### config.mk
export PLATFORM = sky130hd
export DESIGN_NAME = i2csq_top
export DESIGN_NICKNAME = d
export VERILOG_FILES = /design/src/shared/i2csq_pkg.sv /design/src/rtl/i2csq_sync.sv /design/src/rtl/i2csq_tick.sv /design/src/rtl/i2csq_top.sv
export SDC_FILE = /design/constraint.sdc
export NUM_CORES = 1
export LEC_CHECK = 0
export BUFFER_PORTS_ARGS = -buffer_cell sky130_fd_sc_hd__buf_2
export CORE_MARGIN = 4
export CORE_UTILIZATION = 25
export CTS_CLUSTER_DIAMETER = 200
export DETAILED_ROUTE_END_ITERATION = 8
export PLACE_DENSITY = 0.46
export REMOVE_ABC_BUFFERS = 1
export SETUP_SLACK_MARGIN = 0.02
export SLEW_MARGIN = 20
export SYNTH_ARGS = -nofsm -noshare
export SYNTH_HDL_FRONTEND = slang
export SYNTH_HIERARCHICAL = 1
export SYNTH_SLANG_ARGS = --single-unit
### constraint.sdc
create_clock -name clk -period 6.1 [get_ports clk]
set_input_delay 0 -clock clk [delete_from_list [all_inputs] [get_ports clk]]
set_output_delay 0 -clock clk [all_outputs]
set_load 0.05 [all_outputs]
### src/shared/i2csq_pkg.sv
// Package: register map, field positions and timing constants for the I2C sequence control block
package i2csq_pkg;
  // Register word addresses (byte address = 4 * index)
  localparam logic [3:0] ADDR_SEQ_CTRL = 4'h0;
  localparam logic [3:0] ADDR_MODE = 4'h1;
  localparam logic [3:0] ADDR_TX_BUF = 4'h2;
  localparam logic [3:0] ADDR_RX_BUF = 4'h3;
  localparam logic [3:0] ADDR_IRQ_STATUS = 4'h4;
  localparam logic [3:0] ADDR_IRQ_MASK = 4'h5;
  localparam logic [3:0] ADDR_BUSY = 4'h6;
  // Control register field positions
  localparam int BIT_GENERAL_CALL_ENABLE = 7;
  localparam int BIT_ACK_STATUS = 6;
  localparam int BIT_ACK_DATA_VALUE = 5;
  localparam int BIT_ACK_SEQUENCE_ENABLE = 4;
  localparam int BIT_RECEIVE_ENABLE = 3;
  localparam int BIT_STOP_ENABLE = 2;
  localparam int BIT_REPEATED_START_ENABLE = 1;
  localparam int BIT_START_OR_STRETCH_ENABLE = 0;
  localparam logic [7:0] SEQ_CTRL_RESET = 8'h00;
  localparam logic [7:0] GENERAL_CALL_ADDR = 8'h00;
  // Mode register bits
  localparam int BIT_MODE_MASTER = 0;
  // Interrupt bits
  localparam int IRQ_SEQ_DONE = 0;
  localparam int IRQ_RX_DONE = 1;
  localparam int IRQ_GCALL = 2;
  localparam int IRQ_SLAVE_BYTE = 3;
  localparam int IRQ_WIDTH = 4;
  // Serial clock timing
  localparam int CLK_MHZ = 250;
  localparam int QUARTER_NS = 1000;
  localparam int QUARTER_CYCLES = (QUARTER_NS * CLK_MHZ + 999) / 1000;
  typedef enum logic [3:0] {
    ST_IDLE = 4'h0,
    ST_START = 4'h1,
    ST_RSTART = 4'h3,
    ST_STOP = 4'h2,
    ST_TX = 4'h6,
    ST_TX_ACK = 4'h7,
    ST_RX = 4'h5,
    ST_ACK = 4'h4
  } i2csq_state_t;
endpackage : i2csq_pkg

### src/rtl/i2csq_sync.sv
// Two flip-flop synchroniser for pins entering the clock domain
`timescale 1ns/10ps
module i2csq_sync #(
  parameter int WIDTH = 2
) (
  // Clock and reset
  input wire logic clk,
  input wire logic rst,
  // Data
  input wire logic [WIDTH-1:0] async_in,
  output logic [WIDTH-1:0] sync_out
);
  logic [WIDTH-1:0] stage1;
  always_ff @(posedge clk) begin
    if (rst) begin
      stage1 <= '1;
      sync_out <= '1;
    end else begin
      stage1 <= async_in;
      sync_out <= stage1;
    end
  end
endmodule : i2csq_sync

### src/rtl/i2csq_tick.sv
// Quarter bit period tick generator for the serial clock
`timescale 1ns/10ps
module i2csq_tick #(
  parameter int COUNT = 250
) (
  // Clock and control
  input wire logic clk,
  input wire logic rst,
  input wire logic ce,
  input wire logic run,
  // Tick out
  output logic tick
);
  logic [15:0] cnt;
  logic [15:0] next_cnt;
  always_comb begin
    next_cnt = cnt;
    if (!run || cnt == 16'(COUNT - 1)) begin
      next_cnt = 16'h0000;
    end else begin
      next_cnt = cnt + 16'h0001;
    end
  end
  assign tick = run && (cnt == 16'(COUNT - 1));
  always_ff @(posedge clk) begin
    if (rst) begin
      cnt <= 16'h0000;
    end else if (ce) begin
      cnt <= next_cnt;
    end
  end
endmodule : i2csq_tick

### src/rtl/i2csq_top.sv
// I2C sequence control: master sequences, slave stretching and general call, Avalon-MM registers
// Summary of operation
// - Slave with general call enabled raises interrupt on all-zero address byte.
// - Acknowledge status reads 1 when slave did not acknowledge, else 0.
// - Acknowledge data value is driven in the acknowledge slot; 1 means not-acknowledge.
// - Acknowledge enable runs an acknowledge sequence then clears itself.
// - Receive enable clocks in one byte from the slave.
// - Stop enable generates a Stop condition then clears itself.
// - Repeated start enable generates a Repeated Start then clears itself.
// - Start enable generates a Start condition then clears itself.
// - In slave mode the same bit enables clock stretching after each byte.
// - Requests and buffer writes while busy are ignored, never queued.
// - Upper control byte reads zero and ignores writes.
//
// Register access over Avalon-MM and the register offsets were left to the implementer.
`timescale 1ns/10ps
module i2csq_top #(
  parameter int QUARTER = i2csq_pkg::QUARTER_CYCLES
) (
  // Clock, reset, enable
  input wire logic clk,
  input wire logic rst,
  input wire logic ce,
  // Avalon-MM slave
  input wire logic [3:0] avs_address,
  input wire logic avs_read,
  input wire logic avs_write,
  input wire logic [31:0] avs_writedata,
  input wire logic [3:0] avs_byteenable,
  output logic [31:0] avs_readdata,
  output logic avs_waitrequest,
  // I2C pins
  input wire logic scl_in,
  output logic scl_out,
  output logic scl_oe,
  input wire logic sda_in,
  output logic sda_out,
  output logic sda_oe,
  // Interrupt
  output logic irq
);
  logic [1:0] pins_s;
  logic scl_s;
  logic sda_s;
  logic tick;
  logic busy;
  i2csq_sync #(.WIDTH(2)) u_sync (
    .clk(clk),
    .rst(rst),
    .async_in({scl_in, sda_in}),
    .sync_out(pins_s)
  );
  assign scl_s = pins_s[1];
  assign sda_s = pins_s[0];
  i2csq_tick #(.COUNT(QUARTER)) u_tick (
    .clk(clk),
    .rst(rst),
    .ce(ce),
    .run(busy),
    .tick(tick)
  );
  // Registers
  logic [7:0] ctrl, next_ctrl;
  logic master, next_master;
  logic [7:0] tx_buf, next_tx_buf;
  logic [7:0] rx_buf, next_rx_buf;
  logic [3:0] irq_stat, next_irq_stat;
  logic [3:0] irq_mask, next_irq_mask;
  logic [31:0] rdata, next_rdata;
  logic ack_phase, next_ack_phase;
  // Engine
  i2csq_pkg::i2csq_state_t st, next_st;
  logic [1:0] ph, next_ph;
  logic [3:0] bitn, next_bitn;
  logic [7:0] shreg, next_shreg;
  logic scl_drv, next_scl_drv;
  logic sda_drv, next_sda_drv;
  // Slave receiver
  logic scl_d, sda_d, next_scl_d, next_sda_d;
  logic [3:0] s_cnt, next_s_cnt;
  logic [7:0] s_sh, next_s_sh;
  logic s_active, next_s_active;
  logic s_first, next_s_first;
  logic stretch, next_stretch;
  function automatic logic in_bus(input logic [3:0] a);
    in_bus = (a <= i2csq_pkg::ADDR_BUSY);
  endfunction : in_bus
  logic wr, rd;
  // Writes land on the accepting edge; read data is captured one edge earlier
  assign wr = avs_write && ce && ack_phase;
  assign rd = avs_read && ce && !ack_phase;
  assign avs_waitrequest = (avs_read || avs_write) && !(ack_phase && ce);
  assign busy = (st != i2csq_pkg::ST_IDLE);
  assign avs_readdata = rdata;
  assign irq = |(irq_stat & irq_mask);
  assign scl_out = 1'b0;
  assign sda_out = 1'b0;
  assign scl_oe = scl_drv || stretch;
  assign sda_oe = sda_drv;
  logic req_ok;
  logic [3:0] ev;
  always_comb begin
    next_ctrl = ctrl;
    next_master = master;
    next_tx_buf = tx_buf;
    next_rx_buf = rx_buf;
    next_irq_mask = irq_mask;
    next_rdata = rdata;
    next_ack_phase = 1'b0;
    next_st = st;
    next_ph = ph;
    next_bitn = bitn;
    next_shreg = shreg;
    next_scl_drv = scl_drv;
    next_sda_drv = sda_drv;
    next_scl_d = scl_s;
    next_sda_d = sda_s;
    next_s_cnt = s_cnt;
    next_s_sh = s_sh;
    next_s_active = s_active;
    next_s_first = s_first;
    next_stretch = stretch;
    ev = 4'h0;
    req_ok = !busy && master;
    if (avs_read || avs_write) begin
      next_ack_phase = !ack_phase;
    end
    if (rd) begin
      next_rdata = 32'h0000_0000;
      case (avs_address)
        i2csq_pkg::ADDR_SEQ_CTRL: next_rdata[7:0] = ctrl;
        i2csq_pkg::ADDR_MODE: next_rdata[i2csq_pkg::BIT_MODE_MASTER] = master;
        i2csq_pkg::ADDR_TX_BUF: next_rdata[7:0] = tx_buf;
        i2csq_pkg::ADDR_RX_BUF: next_rdata[7:0] = rx_buf;
        i2csq_pkg::ADDR_IRQ_STATUS: next_rdata[3:0] = irq_stat;
        i2csq_pkg::ADDR_IRQ_MASK: next_rdata[3:0] = irq_mask;
        i2csq_pkg::ADDR_BUSY: next_rdata[0] = busy;
        default: next_rdata = 32'h0000_0000;
      endcase
    end
    if (wr && avs_byteenable[0] && in_bus(avs_address)) begin
      case (avs_address)
        i2csq_pkg::ADDR_SEQ_CTRL: begin
          next_ctrl[i2csq_pkg::BIT_GENERAL_CALL_ENABLE] = avs_writedata[i2csq_pkg::BIT_GENERAL_CALL_ENABLE];
          next_ctrl[i2csq_pkg::BIT_ACK_DATA_VALUE] = avs_writedata[i2csq_pkg::BIT_ACK_DATA_VALUE];
          if (!master) begin
            next_ctrl[i2csq_pkg::BIT_START_OR_STRETCH_ENABLE] =
              avs_writedata[i2csq_pkg::BIT_START_OR_STRETCH_ENABLE];
          end else if (req_ok) begin
            next_ctrl[4:0] = avs_writedata[4:0];
          end
        end
        i2csq_pkg::ADDR_MODE: next_master = avs_writedata[i2csq_pkg::BIT_MODE_MASTER];
        i2csq_pkg::ADDR_TX_BUF: begin
          if (!busy) begin
            next_tx_buf = avs_writedata[7:0];
          end
        end
        i2csq_pkg::ADDR_IRQ_MASK: next_irq_mask = avs_writedata[3:0];
        default: next_irq_mask = irq_mask;
      endcase
    end
    // Master engine, one quarter-bit phase per tick
    if (!busy && master) begin
      next_ph = 2'd0;
      if (next_ctrl[i2csq_pkg::BIT_START_OR_STRETCH_ENABLE]) begin
        next_st = i2csq_pkg::ST_START;
      end else if (next_ctrl[i2csq_pkg::BIT_REPEATED_START_ENABLE]) begin
        next_st = i2csq_pkg::ST_RSTART;
      end else if (next_ctrl[i2csq_pkg::BIT_STOP_ENABLE]) begin
        next_st = i2csq_pkg::ST_STOP;
      end else if (next_ctrl[i2csq_pkg::BIT_RECEIVE_ENABLE]) begin
        next_st = i2csq_pkg::ST_RX;
        next_bitn = 4'd0;
      end else if (next_ctrl[i2csq_pkg::BIT_ACK_SEQUENCE_ENABLE]) begin
        next_st = i2csq_pkg::ST_ACK;
      end else if (wr && avs_address == i2csq_pkg::ADDR_TX_BUF && avs_byteenable[0]) begin
        next_st = i2csq_pkg::ST_TX;
        next_bitn = 4'd0;
        next_shreg = avs_writedata[7:0];
      end
    end else if (busy && tick) begin
      next_ph = ph + 2'd1;
      case (st)
        i2csq_pkg::ST_START: begin
          if (ph == 2'd0) next_sda_drv = 1'b1;
          if (ph == 2'd1) next_scl_drv = 1'b1;
          if (ph == 2'd3) begin
            next_st = i2csq_pkg::ST_IDLE;
            next_ctrl[i2csq_pkg::BIT_START_OR_STRETCH_ENABLE] = 1'b0;
            ev[i2csq_pkg::IRQ_SEQ_DONE] = 1'b1;
          end
        end
        i2csq_pkg::ST_RSTART: begin
          if (ph == 2'd0) next_sda_drv = 1'b0;
          if (ph == 2'd1) next_scl_drv = 1'b0;
          if (ph == 2'd2) next_sda_drv = 1'b1;
          if (ph == 2'd3) begin
            next_scl_drv = 1'b1;
            next_st = i2csq_pkg::ST_IDLE;
            next_ctrl[i2csq_pkg::BIT_REPEATED_START_ENABLE] = 1'b0;
            ev[i2csq_pkg::IRQ_SEQ_DONE] = 1'b1;
          end
        end
        i2csq_pkg::ST_STOP: begin
          if (ph == 2'd0) next_sda_drv = 1'b1;
          if (ph == 2'd1) next_scl_drv = 1'b0;
          if (ph == 2'd2) next_sda_drv = 1'b0;
          if (ph == 2'd3) begin
            next_st = i2csq_pkg::ST_IDLE;
            next_ctrl[i2csq_pkg::BIT_STOP_ENABLE] = 1'b0;
            ev[i2csq_pkg::IRQ_SEQ_DONE] = 1'b1;
          end
        end
        i2csq_pkg::ST_TX, i2csq_pkg::ST_TX_ACK: begin
          if (ph == 2'd0) begin
            next_sda_drv = (st == i2csq_pkg::ST_TX) ? !shreg[7] : 1'b0;
          end
          if (ph == 2'd1) next_scl_drv = 1'b0;
          if (ph == 2'd2 && st == i2csq_pkg::ST_TX_ACK) begin
            next_ctrl[i2csq_pkg::BIT_ACK_STATUS] = sda_s;
          end
          if (ph == 2'd3) begin
            next_scl_drv = 1'b1;
            if (st == i2csq_pkg::ST_TX_ACK) begin
              next_st = i2csq_pkg::ST_IDLE;
              ev[i2csq_pkg::IRQ_SEQ_DONE] = 1'b1;
            end else begin
              next_shreg = {shreg[6:0], 1'b0};
              next_bitn = bitn + 4'd1;
              if (bitn == 4'd7) next_st = i2csq_pkg::ST_TX_ACK;
            end
          end
        end
        i2csq_pkg::ST_RX: begin
          if (ph == 2'd0) next_sda_drv = 1'b0;
          if (ph == 2'd1) next_scl_drv = 1'b0;
          if (ph == 2'd2) next_shreg = {shreg[6:0], sda_s};
          if (ph == 2'd3) begin
            next_scl_drv = 1'b1;
            next_bitn = bitn + 4'd1;
            if (bitn == 4'd7) begin
              next_rx_buf = shreg;
              next_st = i2csq_pkg::ST_IDLE;
              next_ctrl[i2csq_pkg::BIT_RECEIVE_ENABLE] = 1'b0;
              ev[i2csq_pkg::IRQ_RX_DONE] = 1'b1;
            end
          end
        end
        i2csq_pkg::ST_ACK: begin
          if (ph == 2'd0) next_sda_drv = !ctrl[i2csq_pkg::BIT_ACK_DATA_VALUE];
          if (ph == 2'd1) next_scl_drv = 1'b0;
          if (ph == 2'd3) begin
            next_scl_drv = 1'b1;
            next_st = i2csq_pkg::ST_IDLE;
            next_ctrl[i2csq_pkg::BIT_ACK_SEQUENCE_ENABLE] = 1'b0;
            ev[i2csq_pkg::IRQ_SEQ_DONE] = 1'b1;
          end
        end
        default: next_st = i2csq_pkg::ST_IDLE;
      endcase
    end
    // Slave side: byte capture, general call, stretching
    if (!master) begin
      if (scl_d && scl_s && sda_d && !sda_s) begin
        next_s_active = 1'b1;
        next_s_first = 1'b1;
        next_s_cnt = 4'd0;
      end else if (scl_d && scl_s && !sda_d && sda_s) begin
        next_s_active = 1'b0;
      end else if (s_active && !scl_d && scl_s) begin
        if (s_cnt == 4'd8) begin
          next_s_cnt = 4'd0;
        end else begin
          next_s_sh = {s_sh[6:0], sda_s};
          next_s_cnt = s_cnt + 4'd1;
          if (s_cnt == 4'd7) begin
            next_s_first = 1'b0;
            ev[i2csq_pkg::IRQ_SLAVE_BYTE] = 1'b1;
            if (s_first && ctrl[i2csq_pkg::BIT_GENERAL_CALL_ENABLE] &&
                {s_sh[6:0], sda_s} == i2csq_pkg::GENERAL_CALL_ADDR) begin
              ev[i2csq_pkg::IRQ_GCALL] = 1'b1;
            end
          end
        end
      end
      if (s_active && s_cnt == 4'd8 && scl_d && !scl_s && ctrl[i2csq_pkg::BIT_START_OR_STRETCH_ENABLE]) begin
        next_stretch = 1'b1;
      end
      if (rd && avs_address == i2csq_pkg::ADDR_RX_BUF) next_stretch = 1'b0;
      if (wr && avs_address == i2csq_pkg::ADDR_TX_BUF) next_stretch = 1'b0;
    end else begin
      next_stretch = 1'b0;
      next_s_active = 1'b0;
    end
    if (!master && ev[i2csq_pkg::IRQ_SLAVE_BYTE]) next_rx_buf = {s_sh[6:0], sda_s};
    next_irq_stat = irq_stat;
    if (rd && avs_address == i2csq_pkg::ADDR_IRQ_STATUS) next_irq_stat = 4'h0;
    next_irq_stat = next_irq_stat | ev;
  end
  always_ff @(posedge clk) begin
    if (rst) begin
      ctrl <= i2csq_pkg::SEQ_CTRL_RESET;
      master <= 1'b0;
      tx_buf <= 8'h00;
      rx_buf <= 8'h00;
      irq_stat <= 4'h0;
      irq_mask <= 4'h0;
      rdata <= 32'h0000_0000;
      ack_phase <= 1'b0;
      st <= i2csq_pkg::ST_IDLE;
      ph <= 2'd0;
      bitn <= 4'd0;
      shreg <= 8'h00;
      scl_drv <= 1'b0;
      sda_drv <= 1'b0;
      scl_d <= 1'b1;
      sda_d <= 1'b1;
      s_cnt <= 4'd0;
      s_sh <= 8'h00;
      s_active <= 1'b0;
      s_first <= 1'b0;
      stretch <= 1'b0;
    end else if (ce) begin
      ctrl <= next_ctrl;
      master <= next_master;
      tx_buf <= next_tx_buf;
      rx_buf <= next_rx_buf;
      irq_stat <= next_irq_stat;
      irq_mask <= next_irq_mask;
      rdata <= next_rdata;
      ack_phase <= next_ack_phase;
      st <= next_st;
      ph <= next_ph;
      bitn <= next_bitn;
      shreg <= next_shreg;
      scl_drv <= next_scl_drv;
      sda_drv <= next_sda_drv;
      scl_d <= next_scl_d;
      sda_d <= next_sda_d;
      s_cnt <= next_s_cnt;
      s_sh <= next_s_sh;
      s_active <= next_s_active;
      s_first <= next_s_first;
      stretch <= next_stretch;
    end
  end
endmodule : i2csq_top

==> results of run 1 <==
-- layout by cell type (no fill, tap or decap), types with 5 or more instances in the layout --
master         count
xnor2_1           12
or3_1              5
nand3b_1           8
a211oi_1          15
nor3_1            20
nor2_1            68
xor2_1             6
o21ai_0           20
clkbuf_16          9
a311oi_1           9
a22oi_1            8
ha_1               9
inv_1             12
a31oi_1           12
a21oi_1           38
buf_2             31
nand2_1           71
dfxtp_1           97
nand4_1           19
and3_1             6
nand3_1           10
mux2i_1           33
dlygate4sd3_1     10
conb_1            26
or2_1              5
-- cell usage after synthesis (3+ instances only) --
library cell	n	area, sq um
a32oi_1	4	35.0
a221oi_1	4	35.0
or4_1	4	30.0
nor2_2	4	25.0
and2_1	3	18.8
xor2_1	6	52.6
nand2_1	71	267
clkbuf_1	23	86.3
nor4b_1	3	26.3
or2_1	5	31.3
or3_1	5	31.3
ha_1	9	113
nor4_1	4	25.0
nor3_1	20	100
a311oi_1	9	78.8
nor2_1	68	255
nor3b_1	3	22.5
nand4_1	19	119
a22oi_1	8	60.1
mux2i_1	33	330
and3_1	6	37.5
buf_4	28	210
a31oi_1	12	75.1
a211oi_1	15	113
a21oi_1	38	190
xnor2_1	12	105
dfxtp_1	97	1940
nor2b_1	3	18.8
o21ai_0	20	100
buf_6	4	45.0
inv_1	12	45.0
nand3_1	10	50.1
mux2_2	4	45.0
nand3b_1	8	60.1
buf_2	7	35.0
-- registers in the layout, summed over array words and instances, names as in the netlist, 2 cells and up --
name             flops
avs_readdata         8
bitn                 4
ctrl                 8
irq_mask             4
irq_stat             4
ph                   2
rx_buf               8
s_cnt                4
s_sh                 7
shreg                8
st                   3
tx_buf               8
u_sync/stage1        2
u_sync/sync_out      2
u_tick/cnt          16
-- critical path, delay by kind of cell, from the launching register on --
family          cells  cell delay [ns]
flops               1             0.88
buf+inv             1             0.26
simple gates        3             0.87
mux                 1             0.35
compound gates      3             0.93
-- through the flow --
stage	std cells	power (W)	instance area [sq um]	utilization, %
final	931	0.00133	5970	28.4
after global routing	931	0.00138	5970	28.4
after CTS	931	0.00135	5970	28.4
after detailed placement	905	0.000768	5580	26.5
after global placement	905	0.000769	5580	26.5
after floorplan	597	0.000726	5060	-
-- area by class of cell --
| class | instances | area (sq um) |
|---|---|---|
| Tap cell | 275 | 344 |
| Inverter | 12 | 45.0 |
| Multi-Input combinational cell | 488 | 3070 |
| Clock inverter | 7 | 72.6 |
| Clock buffer | 9 | 225 |
| Fill cell | 2268 | 15000 |
| Sequential cell | 97 | 1940 |
| Timing Repair Buffer | 43 | 270 |
-- worst paths after layout --
check	endpoint	depth (start not counted)	slack, ns	start
worst min register to register	u_sync/sync_out[1]$_SDFF_PP1_	1	0.40	u_sync/stage1[1]$_SDFF_PP1_
worst min-delay path	ack_phase$_SDFFE_PP0P_	5	0.09	avs_read
worst max-delay path	shreg[0]$_SDFFE_PP0P_	8	2.70	st[0]$_SDFFE_PP0P_
worst max register to register	shreg[0]$_SDFFE_PP0P_	8	2.70	st[0]$_SDFFE_PP0P_
-- metal layers --
metal,routed length [microns],GRT usage [%],vias up
met5,0,0,-
met4,196,3.91,0
met3,634,1.73,9
met2,6530,18.7,100
met1,7330,17.4,2173
li1,-,-,2300
-- power by group --
part / total (W) / switching, W / leakage [nW] / internal (W)
Clock: 0.000572 / 0.000283 / 0.143 / 0.000289
Sequential: 0.000645 / 0.00000651 / 0.784 / 0.000639
Combinational: 0.000112 / 0.0000881 / 1.25 / 0.0000239
Total: 0.00133 / 0.000377 / 2.18 / 0.000952
-- cells by family (layout without fill, tap and decap cells) --
family / Yosys count / in the layout / share of synthesized area (%)
other: 1 / 26 / 0.0700
AND/OR/NAND/NOR: 256 / 256 / 25.1
AO/OA/AOI/OAI: 141 / 141 / 18.2
XOR/XNOR: 18 / 18 / 2.94
multiplexers: 38 / 38 / 7.21
adder cells (fa/ha/maj): 9 / 9 / 2.10
flip-flops: 97 / 97 / 36.2
buffers and inverters: 75 / 71 / 8.15
==> impl_metrics.csv, run 1 <==
group,metric,value,unit
floorplan,die_w,154,microns
routing,wire_per_inst,15.8,microns
synthesis,yosysWarnings,6,
clocking,postCtsHoldBufs,10,
sta,period_needed,3.40,ns
clocking,clock_sinks,97,
worst_setup_path,worst-path-max-fanout,22,
floorplan,num_rows,53,
synthesis,synth_cell_type_count,75,
sta,tightest_slew,0.947,ns
job,drv_cap,0,
synthesis,synth_edf_count,0,
place,port_buffers,31,
worst_setup_path,path_cells,"nor3_1, inv_1, and2_1, o311ai_0, a211oi_1, o32a_2, and3_1, mux2_1",
clocking,cts_resized,0,
synthesis,avgSynthCellArea,8.44,sq um
routing,drcViolationCount,0,
synthesis,ys_seq_elements,97,
power,vdd_drop_max,0.131,mV
routing,routed-via-count,4582,
clocking,clk_path_buf_depth,2,
floorplan,initial_utilization,25.5,%
clocking,worstSkewPairLatency,0.35,ns
global_route,grt_pass1_vias,4234,
sta,final_hold_viol_count,0,
worst_setup_path,critPathLaunchType,"register",
sta,whs,0.0851,ns
floorplan,fp.coreArea,21000,sq um
routing,ant_nets,0,
floorplan,dieArea,23800,sq um
routing,drt_pass1_iterations,5,
floorplan,ios,85,
routing,vias_per_cell,4.92,
sta,setup_ws,2.70,ns
clocking,cts_root_buf,"clkbuf_16",
clocking,post_cts_buffers,0,
power,p_leak,2.18,nW
place,gp_congestion,0.812,
worst_setup_path,slowest_stage,"dfxtp_1",
sta,slew_violations,0,
routing,drtIter0Drc,339,
clocking,htreeDepth,3,
sta,rsz0062_at_grt,"no",
clocking,cts_buffers,9,
place,dp_slack,2.76,ns
sta,fin_crit_sh,55.8,%
worst_setup_path,critPathArrivalTime,3.64,ns
cells_and_area,areaGrowthSynthToFinish,11.5,%
sta,skew,0.0112,ns
synthesis,yosysSeqAreaShare,36.2,%
cells_and_area,antenna_cells,0,
sta,maxSlewHeadroom,36.6,%
sta,tns,0,ns
global_route,grt_overflow,0,
synthesis,synthArstFlopShare,0,%
place,hpwlAfterDp,10300,microns
synthesis,postSynthCellCount,635,
global_route,grt_pass1_wl,23300,microns
global_route,grt_max_degree,63,
worst_setup_path,end_kind,"register",
hold_path,hold_class,"in2reg",
worst_setup_path,crit_required,6.34,ns
synthesis,synth_flop_cell,"dfxtp_1",
floorplan,die_y,154,microns
worst_setup_path,path_class,"reg2reg",
clocking,clk_pin_slew,0.07,ns
global_route,grtUsageTotal,12.1,%
global_route,antenna_found_initial,0,
power,p_per_area,223,nW/um^2
routing,wirelength,14700,microns
sta,fmax,294,MHz
worst_setup_path,critical-path-max-stage-delay,0.88,ns
outcome,status,"completed",
cells_and_area,fin_nets,707,
clocking,cts_tree,"yes",
synthesis,synthesis.area,5360,sq um
sta,setup-violations-final,0,
cells_and_area,layout-drive-gt1-share,11.4,%
(Power assumes the default switching activity.)
==> inputs of run 2 (changes only) <==
--- a/config.mk
+++ b/config.mk
@@ -5,6 +5,7 @@
 export SDC_FILE = /design/constraint.sdc
 export NUM_CORES = 1
 export LEC_CHECK = 0
+export ABC_AREA = 1
 export BUFFER_PORTS_ARGS = -buffer_cell sky130_fd_sc_hd__buf_2
 export CORE_MARGIN = 4
 export CORE_UTILIZATION = 25
==> constraint.sdc (replaced) <==
create_clock -name clk -period 3.3 [get_ports clk]
set_input_delay 0 -clock clk [delete_from_list [all_inputs] [get_ports clk]]
set_output_delay 0 -clock clk [all_outputs]
set_load 0.05 [all_outputs]
==> run 2 against run 1 <==
Effect of this change: worst setup slack worse by 1.8 ns; fmax is 42% higher; global-route usage is 0.97 points higher; synthesized cell count is 21% higher; cell count is 17% higher; hold slack worse by 0.062 ns; clock power is 84% higher; sequential power is 84% higher; final area is 2.5% higher; utilization is 0.45 points higher; sequential cell count stayed put; critical endpoint is now shreg[4]$_SDFFE_PP0P_; largest cell class unchanged; largest power group unchanged; highest routed layer unchanged.
==> impl_metrics.csv, run 2 <==
group,metric,value,unit
cells_and_area,postLayoutCoreUtil,28.9,%
synthesis,yosysWarnings,6,
cells_and_area,stdcell_area,6120,sq um
cells_and_area,largest-register,"u_tick/cnt",
place,hpwlAfterDp,11300,microns
synthesis,synth_top_family_by_area,"simple AND/OR/NAND/NOR gates",
routing,drcViolationCount,0,
cells_and_area,areaGrowthSynthToFinish,12.8,%
cells_and_area,layout-drive-gt1-share,12.3,%
routing,wire_per_inst,14.0,microns
cells_and_area,fin_nets,861,
worst_setup_path,path_class,"reg2reg",
worst_setup_path,end_kind,"register",
power,p_int,0.00177,W
routing,drtIter0Drc,276,
floorplan,die_y,155,microns
power,p_comb_share,8.5,%
power,p_sw,0.000680,W
global_route,grt_pass1_wl,25400,microns
synthesis,postSynthCellCount,770,
routing,routed-via-count,4805,
synthesis,avgSynthCellArea,7.05,sq um
power,power.share.switching,27.8,%
synthesis,synth_common_cells,"nand2_1, dfxtp_1, inv_1",
sta,fin_crit_sh,72.4,%
clocking,cts_tree,"yes",
routing,ant_nets,0,
sta,setup-violations-final,0,
clocking,cts_buffers,9,
place,port_buffers,31,
sta,skew,0.00650,ns
synthesis,yosysSeqAreaShare,35.8,%
global_route,grt_pass1_vias,4722,
synthesis,synth_compound_area_share,16.7,%
routing,vias_per_cell,4.43,
synthesis,ys_seq_elements,97,
clocking,cts_root_buf,"clkbuf_16",
place,post_dp_cell_area,5730,sq um
routing,drt_pass1_iterations,5,
synthesis,yosys.area_share.simple,30.9,%
power,vdd_drop_max,0.265,mV
routing,wirelength,15200,microns
global_route,antenna_found_initial,0,
synthesis,synth_top_area_share,35.8,%
synthesis,yosysMostFrequentCell,"nand2_1",
synthesis,synth_xor_area_share,2.10,%
floorplan,num_rows,53,
sta,rsz0062_at_grt,"no",
power,p_leak,2.36,nW
power,pwr-share-seq,48.7,%
synthesis,ys_top_cells_by_area,"dfxtp_1, nand2_1, inv_1",
cells_and_area,final_common_cell,"nand2_1",
cells_and_area,largest_reg_flops,16,
synthesis,synthesis.area,5430,sq um
cells_and_area,antenna_cells,0,
synthesis,synth_fa_ha_area_share,2.07,%
cells_and_area,final_cell_mix,"nand2_1, dfxtp_1, inv_1",
sta,period_needed,2.39,ns
clocking,clk_pin_slew,0.07,ns
clocking,htreeDepth,3,
clocking,post_cts_buffers,0,
synthesis,synthArstFlopShare,0,%
floorplan,fp.coreArea,21200,sq um
outcome,status,"completed",
worst_setup_path,critPathLaunchType,"register",
worst_setup_path,crit_required,3.52,ns
synthesis,yosysTopAreaCell,"dfxtp_1",
clocking,clk_path_buf_depth,2,
hold_path,hold_class,"in2reg",
clocking,worstSkewPairLatency,0.35,ns
power,pwr-share-clk,42.8,%
floorplan,ios,85,
place,gp_congestion,0.810,
sta,fmax,419,MHz
power,p_per_area,399,nW/um^2
global_route,grt_overflow,0,
job,drv_cap,0,
clocking,cts_resized,0,
sta,tightest_slew,0.602,ns
floorplan,initial_utilization,25.6,%
worst_setup_path,critPathArrivalTime,2.61,ns
synthesis,synth_edf_count,0,
floorplan,dieArea,24100,sq um
clocking,clock_sinks,97,
global_route,grt_max_degree,45,
synthesis,synth_cell_type_count,48,
synthesis,synth_mux_area_share,0,%
floorplan,die_w,155,microns
sta,tns,0,ns
worst_setup_path,worst-path-max-fanout,9,
sta,slew_violations,0,
global_route,grtUsageTotal,13.1,%
synthesis,synth_flop_cell,"dfxtp_1",
sta,final_hold_viol_count,0,
sta,maxSlewHeadroom,59.8,%
run 2: changes by cell type after synthesis, moves of 9 or more:
cell	delta
mux2i_1	-33
inv_1	+76
o21ai_0	+32
a211oi_1	-13
nand4_1	-10
nor2_1	+12
clkbuf_1	-12
a21oi_1	+20
nand2_2	+11
nand3_1	+31
nor3_1	-13
nand2_1	+101
xnor2_1	-9
run 2: what timing repair did:
item	4_1_cts	5_1_grt
hold endpoints to repair	15	0
hold buffers	10	0
setup endpoints to repair	0	0
run 2: critical path, stage by stage, from the launching register on:
cell,delay [ns]
dfxtp_1,0.37
nand2_1,0.11
nor2_1,0.21
nand3_1,0.11
nor4b_1,0.33
nand2_2,0.15
a21oi_4,0.24
nand2_4,0.09
nor2_2,0.10
o21ai_2,0.10
nor2_8,0.19
nand2_4,0.11
nand2_1,0.07
a21oi_1,0.06
run 2: final timing paths:
| check | slack (ns) | to | start | depth (start not counted) |
|---|---|---|---|---|
| setup / recovery | 0.91 | shreg[4]$_SDFFE_PP0P_ | u_tick/cnt[6]$_SDFFE_PP0P_ | 13 |
| hold / removal | 0.02 | master$_SDFFE_PP0P_ | avs_address[2] | 4 |
| setup reg to reg | 0.91 | shreg[4]$_SDFFE_PP0P_ | u_tick/cnt[6]$_SDFFE_PP0P_ | 13 |
| hold reg to reg | 0.41 | u_sync/sync_out[0]$_SDFF_PP1_ | u_sync/stage1[0]$_SDFF_PP1_ | 2 |
run 2: stage by stage:
stage          hold WS (ns)  power (W)  worst slack (ns)  cells
2_1_floorplan        0.0669    0.00135              1.30    748
3_3_place_gp          0.185    0.00142             0.872   1059
3_5_place_dp          0.187    0.00142             0.911   1059
4_1_cts              0.0124    0.00249             0.885   1085
5_1_grt              0.0394    0.00256             0.531   1085
6_report             0.0234    0.00245             0.911   1085
run 2: power by group through the flow:
stage | Sequential, W | Clock [W] | Combinational (W)
6_report | 0.00119 | 0.00105 | 0.000209
2_1_floorplan | 0.00122 | 0 | 0.000130
3_3_place_gp | 0.00122 | 0 | 0.000201
5_1_grt | 0.00119 | 0.00114 | 0.000229
4_1_cts | 0.00119 | 0.00109 | 0.000211
3_5_place_dp | 0.00122 | 0 | 0.000201
run 2: per-layer routing:
metal | wire, microns | track usage (%)
met2 | 6640 | 20.5
met3 | 575 | 2.56
met5 | 0 | 0
met1 | 7740 | 18.2
met4 | 237 | 3.75
run 2: logic make-up after synthesis:
kind of cell / count (synthesis)
xor gates and xnor gates: 13
buffers and inverters: 140
other: 1
AOI/OAI and AO/OA: 154
adders and majority gates: 9
and+or+nand+nor: 356
DFF: 97
run 2: final cells by class:
class	instances	area, sq um
Clock buffer	10	239
Clock inverter	6	51.3
Fill cell	2381	15100
Inverter	93	349
Multi-Input combinational cell	558	2910
Sequential cell	97	1940
Tap cell	275	344
Timing Repair Buffer	46	293
==> inputs of run 3 (changes only) <==
--- a/config.mk
+++ b/config.mk
@@ -5,7 +5,7 @@
 export SDC_FILE = /design/constraint.sdc
 export NUM_CORES = 1
 export LEC_CHECK = 0
-export ABC_AREA = 1
+export ABC_AREA = 0
 export BUFFER_PORTS_ARGS = -buffer_cell sky130_fd_sc_hd__buf_2
 export CORE_MARGIN = 4
 export CORE_UTILIZATION = 25
==> constraint.sdc (replaced) <==
create_clock -name clk -period 2.42 [get_ports clk]
set_input_delay 0 -clock clk [delete_from_list [all_inputs] [get_ports clk]]
set_output_delay 0 -clock clk [all_outputs]
set_load 0.05 [all_outputs]
==> run 3 against run 2 <==
Effect of this change: the flow now finishes with violations (negative hold slack, negative setup slack); clock skew grew 0.0039 ns; non-clock buffer count grew 56; critical path type unchanged; first-iteration DRC count grew 7.6%.
==> impl_metrics.csv, run 3 (synthesized netlist as in run 1, its figures left out) <==
group,metric,value,unit
worst_setup_path,crit_required,2.66,ns
worst_setup_path,path_cells,"or4_4, nor4_4, and2_4, buf_6, and4b_1, nand4_1, o21ai_4, clkbuf_16, buf_6, a211oi_2",
sta,skew,0.0104,ns
sta,maxSlewHeadroom,56.3,%
clocking,worstSkewPairLatency,0.35,ns
routing,vias_per_cell,4.88,
global_route,grtUsageTotal,13.0,%
routing,ant_nets,0,
floorplan,num_rows,53,
routing,routed-via-count,4827,
worst_setup_path,critPathLaunchType,"register",
clocking,cts_tree,"yes",
outcome,violations,"negative hold slack, negative setup slack",
place,port_buffers,31,
power,p_sw,0.000957,W
worst_setup_path,slowest_stage,"or4_4",
sta,period_needed,2.48,ns
cells_and_area,largest-register,"u_tick/cnt",
power,total_power,0.00337,W
sta,whs,-0.0168,ns
place,hpwlAfterDp,11200,microns
job,drv_cap,0,
sta,slew_violations,0,
sta,setup-violations-final,10,
floorplan,initial_utilization,25.5,%
global_route,grt_overflow,0,
worst_setup_path,critPathArrivalTime,2.72,ns
hold_path,hold_class,"in2reg",
cells_and_area,final_cell_mix,"dfxtp_1, nand2_1, nor2_1",
global_route,grt_pass1_vias,4546,
floorplan,dieArea,23800,sq um
global_route,grt_pass1_wl,25000,microns
power,pwr-share-clk,42.6,%
worst_setup_path,crit_top_cell,"buf_6",
sta,tightest_slew,0.653,ns
clocking,cts_buffers,9,
clocking,clk_pin_slew,0.08,ns
floorplan,fp.coreArea,21000,sq um
clocking,cts_root_buf,"clkbuf_16",
routing,drtIter0Drc,297,
cells_and_area,stdcell_count,990,
cells_and_area,final_common_cell,"dfxtp_1",
power,p_int,0.00241,W
routing,drcViolationCount,0,
sta,rsz0062_at_grt,"yes",
outcome,status,"finished with violations",
floorplan,die_y,154,microns
place,gp_congestion,0.809,
routing,maxUsedRoutingLayer,"met4",
power,pwr-share-seq,48.2,%
routing,dr_wl_met2,7160,microns
power,p_leak,2.51,nW
sta,final_hold_viol_count,1,
place,dp_slack,-0.149,ns
power,vdd_drop_max,0.248,mV
routing,met1_length,7850,microns
floorplan,ios,85,
sta,fmax,404,MHz
global_route,antenna_found_initial,0,
clocking,clk_path_buf_depth,2,
floorplan,die_w,154,microns
cells_and_area,antenna_cells,0,
worst_setup_path,worst-path-max-fanout,8,
sta,setup_ws,-0.0579,ns
power,p_comb_share,9.2,%
routing,drt_pass1_iterations,4,
clocking,htreeDepth,3,
cells_and_area,layout-drive-gt1-share,22.5,%
cells_and_area,largest_reg_flops,16,
routing,wirelength,15900,microns
sta,fin_crit_sh,102,%
cells_and_area,areaGrowthSynthToFinish,23.5,%
worst_setup_path,end_kind,"register",
global_route,grt_max_degree,60,
routing,wire_per_inst,16.0,microns
clocking,clock_sinks,97,
routing,wl_met3,663,microns
power,p_per_area,509,nW/um^2
cells_and_area,fin_nets,766,
place,dp_cells,958,
sta,tns,-0.229,ns
worst_setup_path,critical-path-top-delay-family,"simple AND/OR/NAND/NOR gates",
worst_setup_path,cp.buffers_inverters,3,
worst_setup_path,ff2ff_setup_slack,-0.06,ns
worst_setup_path,path_class,"reg2reg",
power,power.share.switching,28.4,%
worst_setup_path,critical-path-max-stage-delay,0.55,ns
## run 3: cell count changes in the layout (fill, tap and decap cells not counted), sizes merged, moves of 9 or more
cell,delta
a211oi,+15
a21oi,-21
buf,+55
inv,-77
mux2i,+33
nand2,-117
nand3,-35
nand4,+9
nor2,-23
nor3,+13
o21ai,-30
xnor2,+9
## run 3: power groups by stage
stage          registers [W]  clock network, W  logic, W
3_5_place_dp         0.00166                 0  0.000294
2_1_floorplan        0.00167                 0  0.000159
3_3_place_gp         0.00166                 0  0.000296
6_report             0.00162           0.00144  0.000309
5_1_grt              0.00163           0.00156  0.000331
4_1_cts              0.00162           0.00149  0.000308
## run 3: path summary, 6_finish.rpt
kind,start,to,depth (start not counted)
worst max-delay path,u_tick/cnt[11]$_SDFFE_PP0P_,rx_buf[2]$_SDFFE_PP0P_,10
worst min-delay path,rst,ph[1]$_SDFFE_PP0P_,2
worst max register to register,u_tick/cnt[11]$_SDFFE_PP0P_,rx_buf[2]$_SDFFE_PP0P_,10
worst min register to register,u_sync/stage1[1]$_SDFF_PP1_,u_sync/sync_out[1]$_SDFF_PP1_,1
## run 3: layer usage
layer | GRT usage (%) | vias up
li1 | - | 2417
met1 | 18.3 | 2292
met2 | 20.1 | 107
met3 | 2.43 | 11
met4 | 3.78 | 0
met5 | 0 | -
## run 3: worst reg2reg max path, cell delays in order, from the launching register on
cell	delay (ns)
dfxtp_2	0.32
or4_4	0.55
nor4_4	0.26
and2_4	0.19
buf_6	0.11
and4b_1	0.21
nand4_1	0.21
o21ai_4	0.17
clkbuf_16	0.20
buf_6	0.09
a211oi_2	0.04
## run 3: what timing repair did
| item | CTS | global route |
|---|---|---|
| cloned | 0 | 1 |
| setup endpoints to repair | 22 | 29 |
| gates resized for setup | 17 | 21 |
| setup buffers | 6 | 2 |
| endpoints found under the hold margin | 16 | 0 |
| hold buffers | 10 | 0 |
| pin swaps | 13 | 19 |
## run 3: through the flow
step | area [sq um] | util [%]
after floorplan | 5060 | -
after global placement | 6000 | 28.5
after detailed placement | 6000 | 28.5
after CTS | 6510 | 31.0
after global routing | 6620 | 31.5
final | 6620 | 31.5
## run 3: layout make-up
class / instances / area [sq um]
timing repair buffer: 102 / 767
tap: 275 / 344
fill: 2218 / 14400
clock buffer: 9 / 225
clock inverter: 7 / 70.1
sequential: 97 / 1940
multi-input combinational: 488 / 3220
inverter: 12 / 45.0
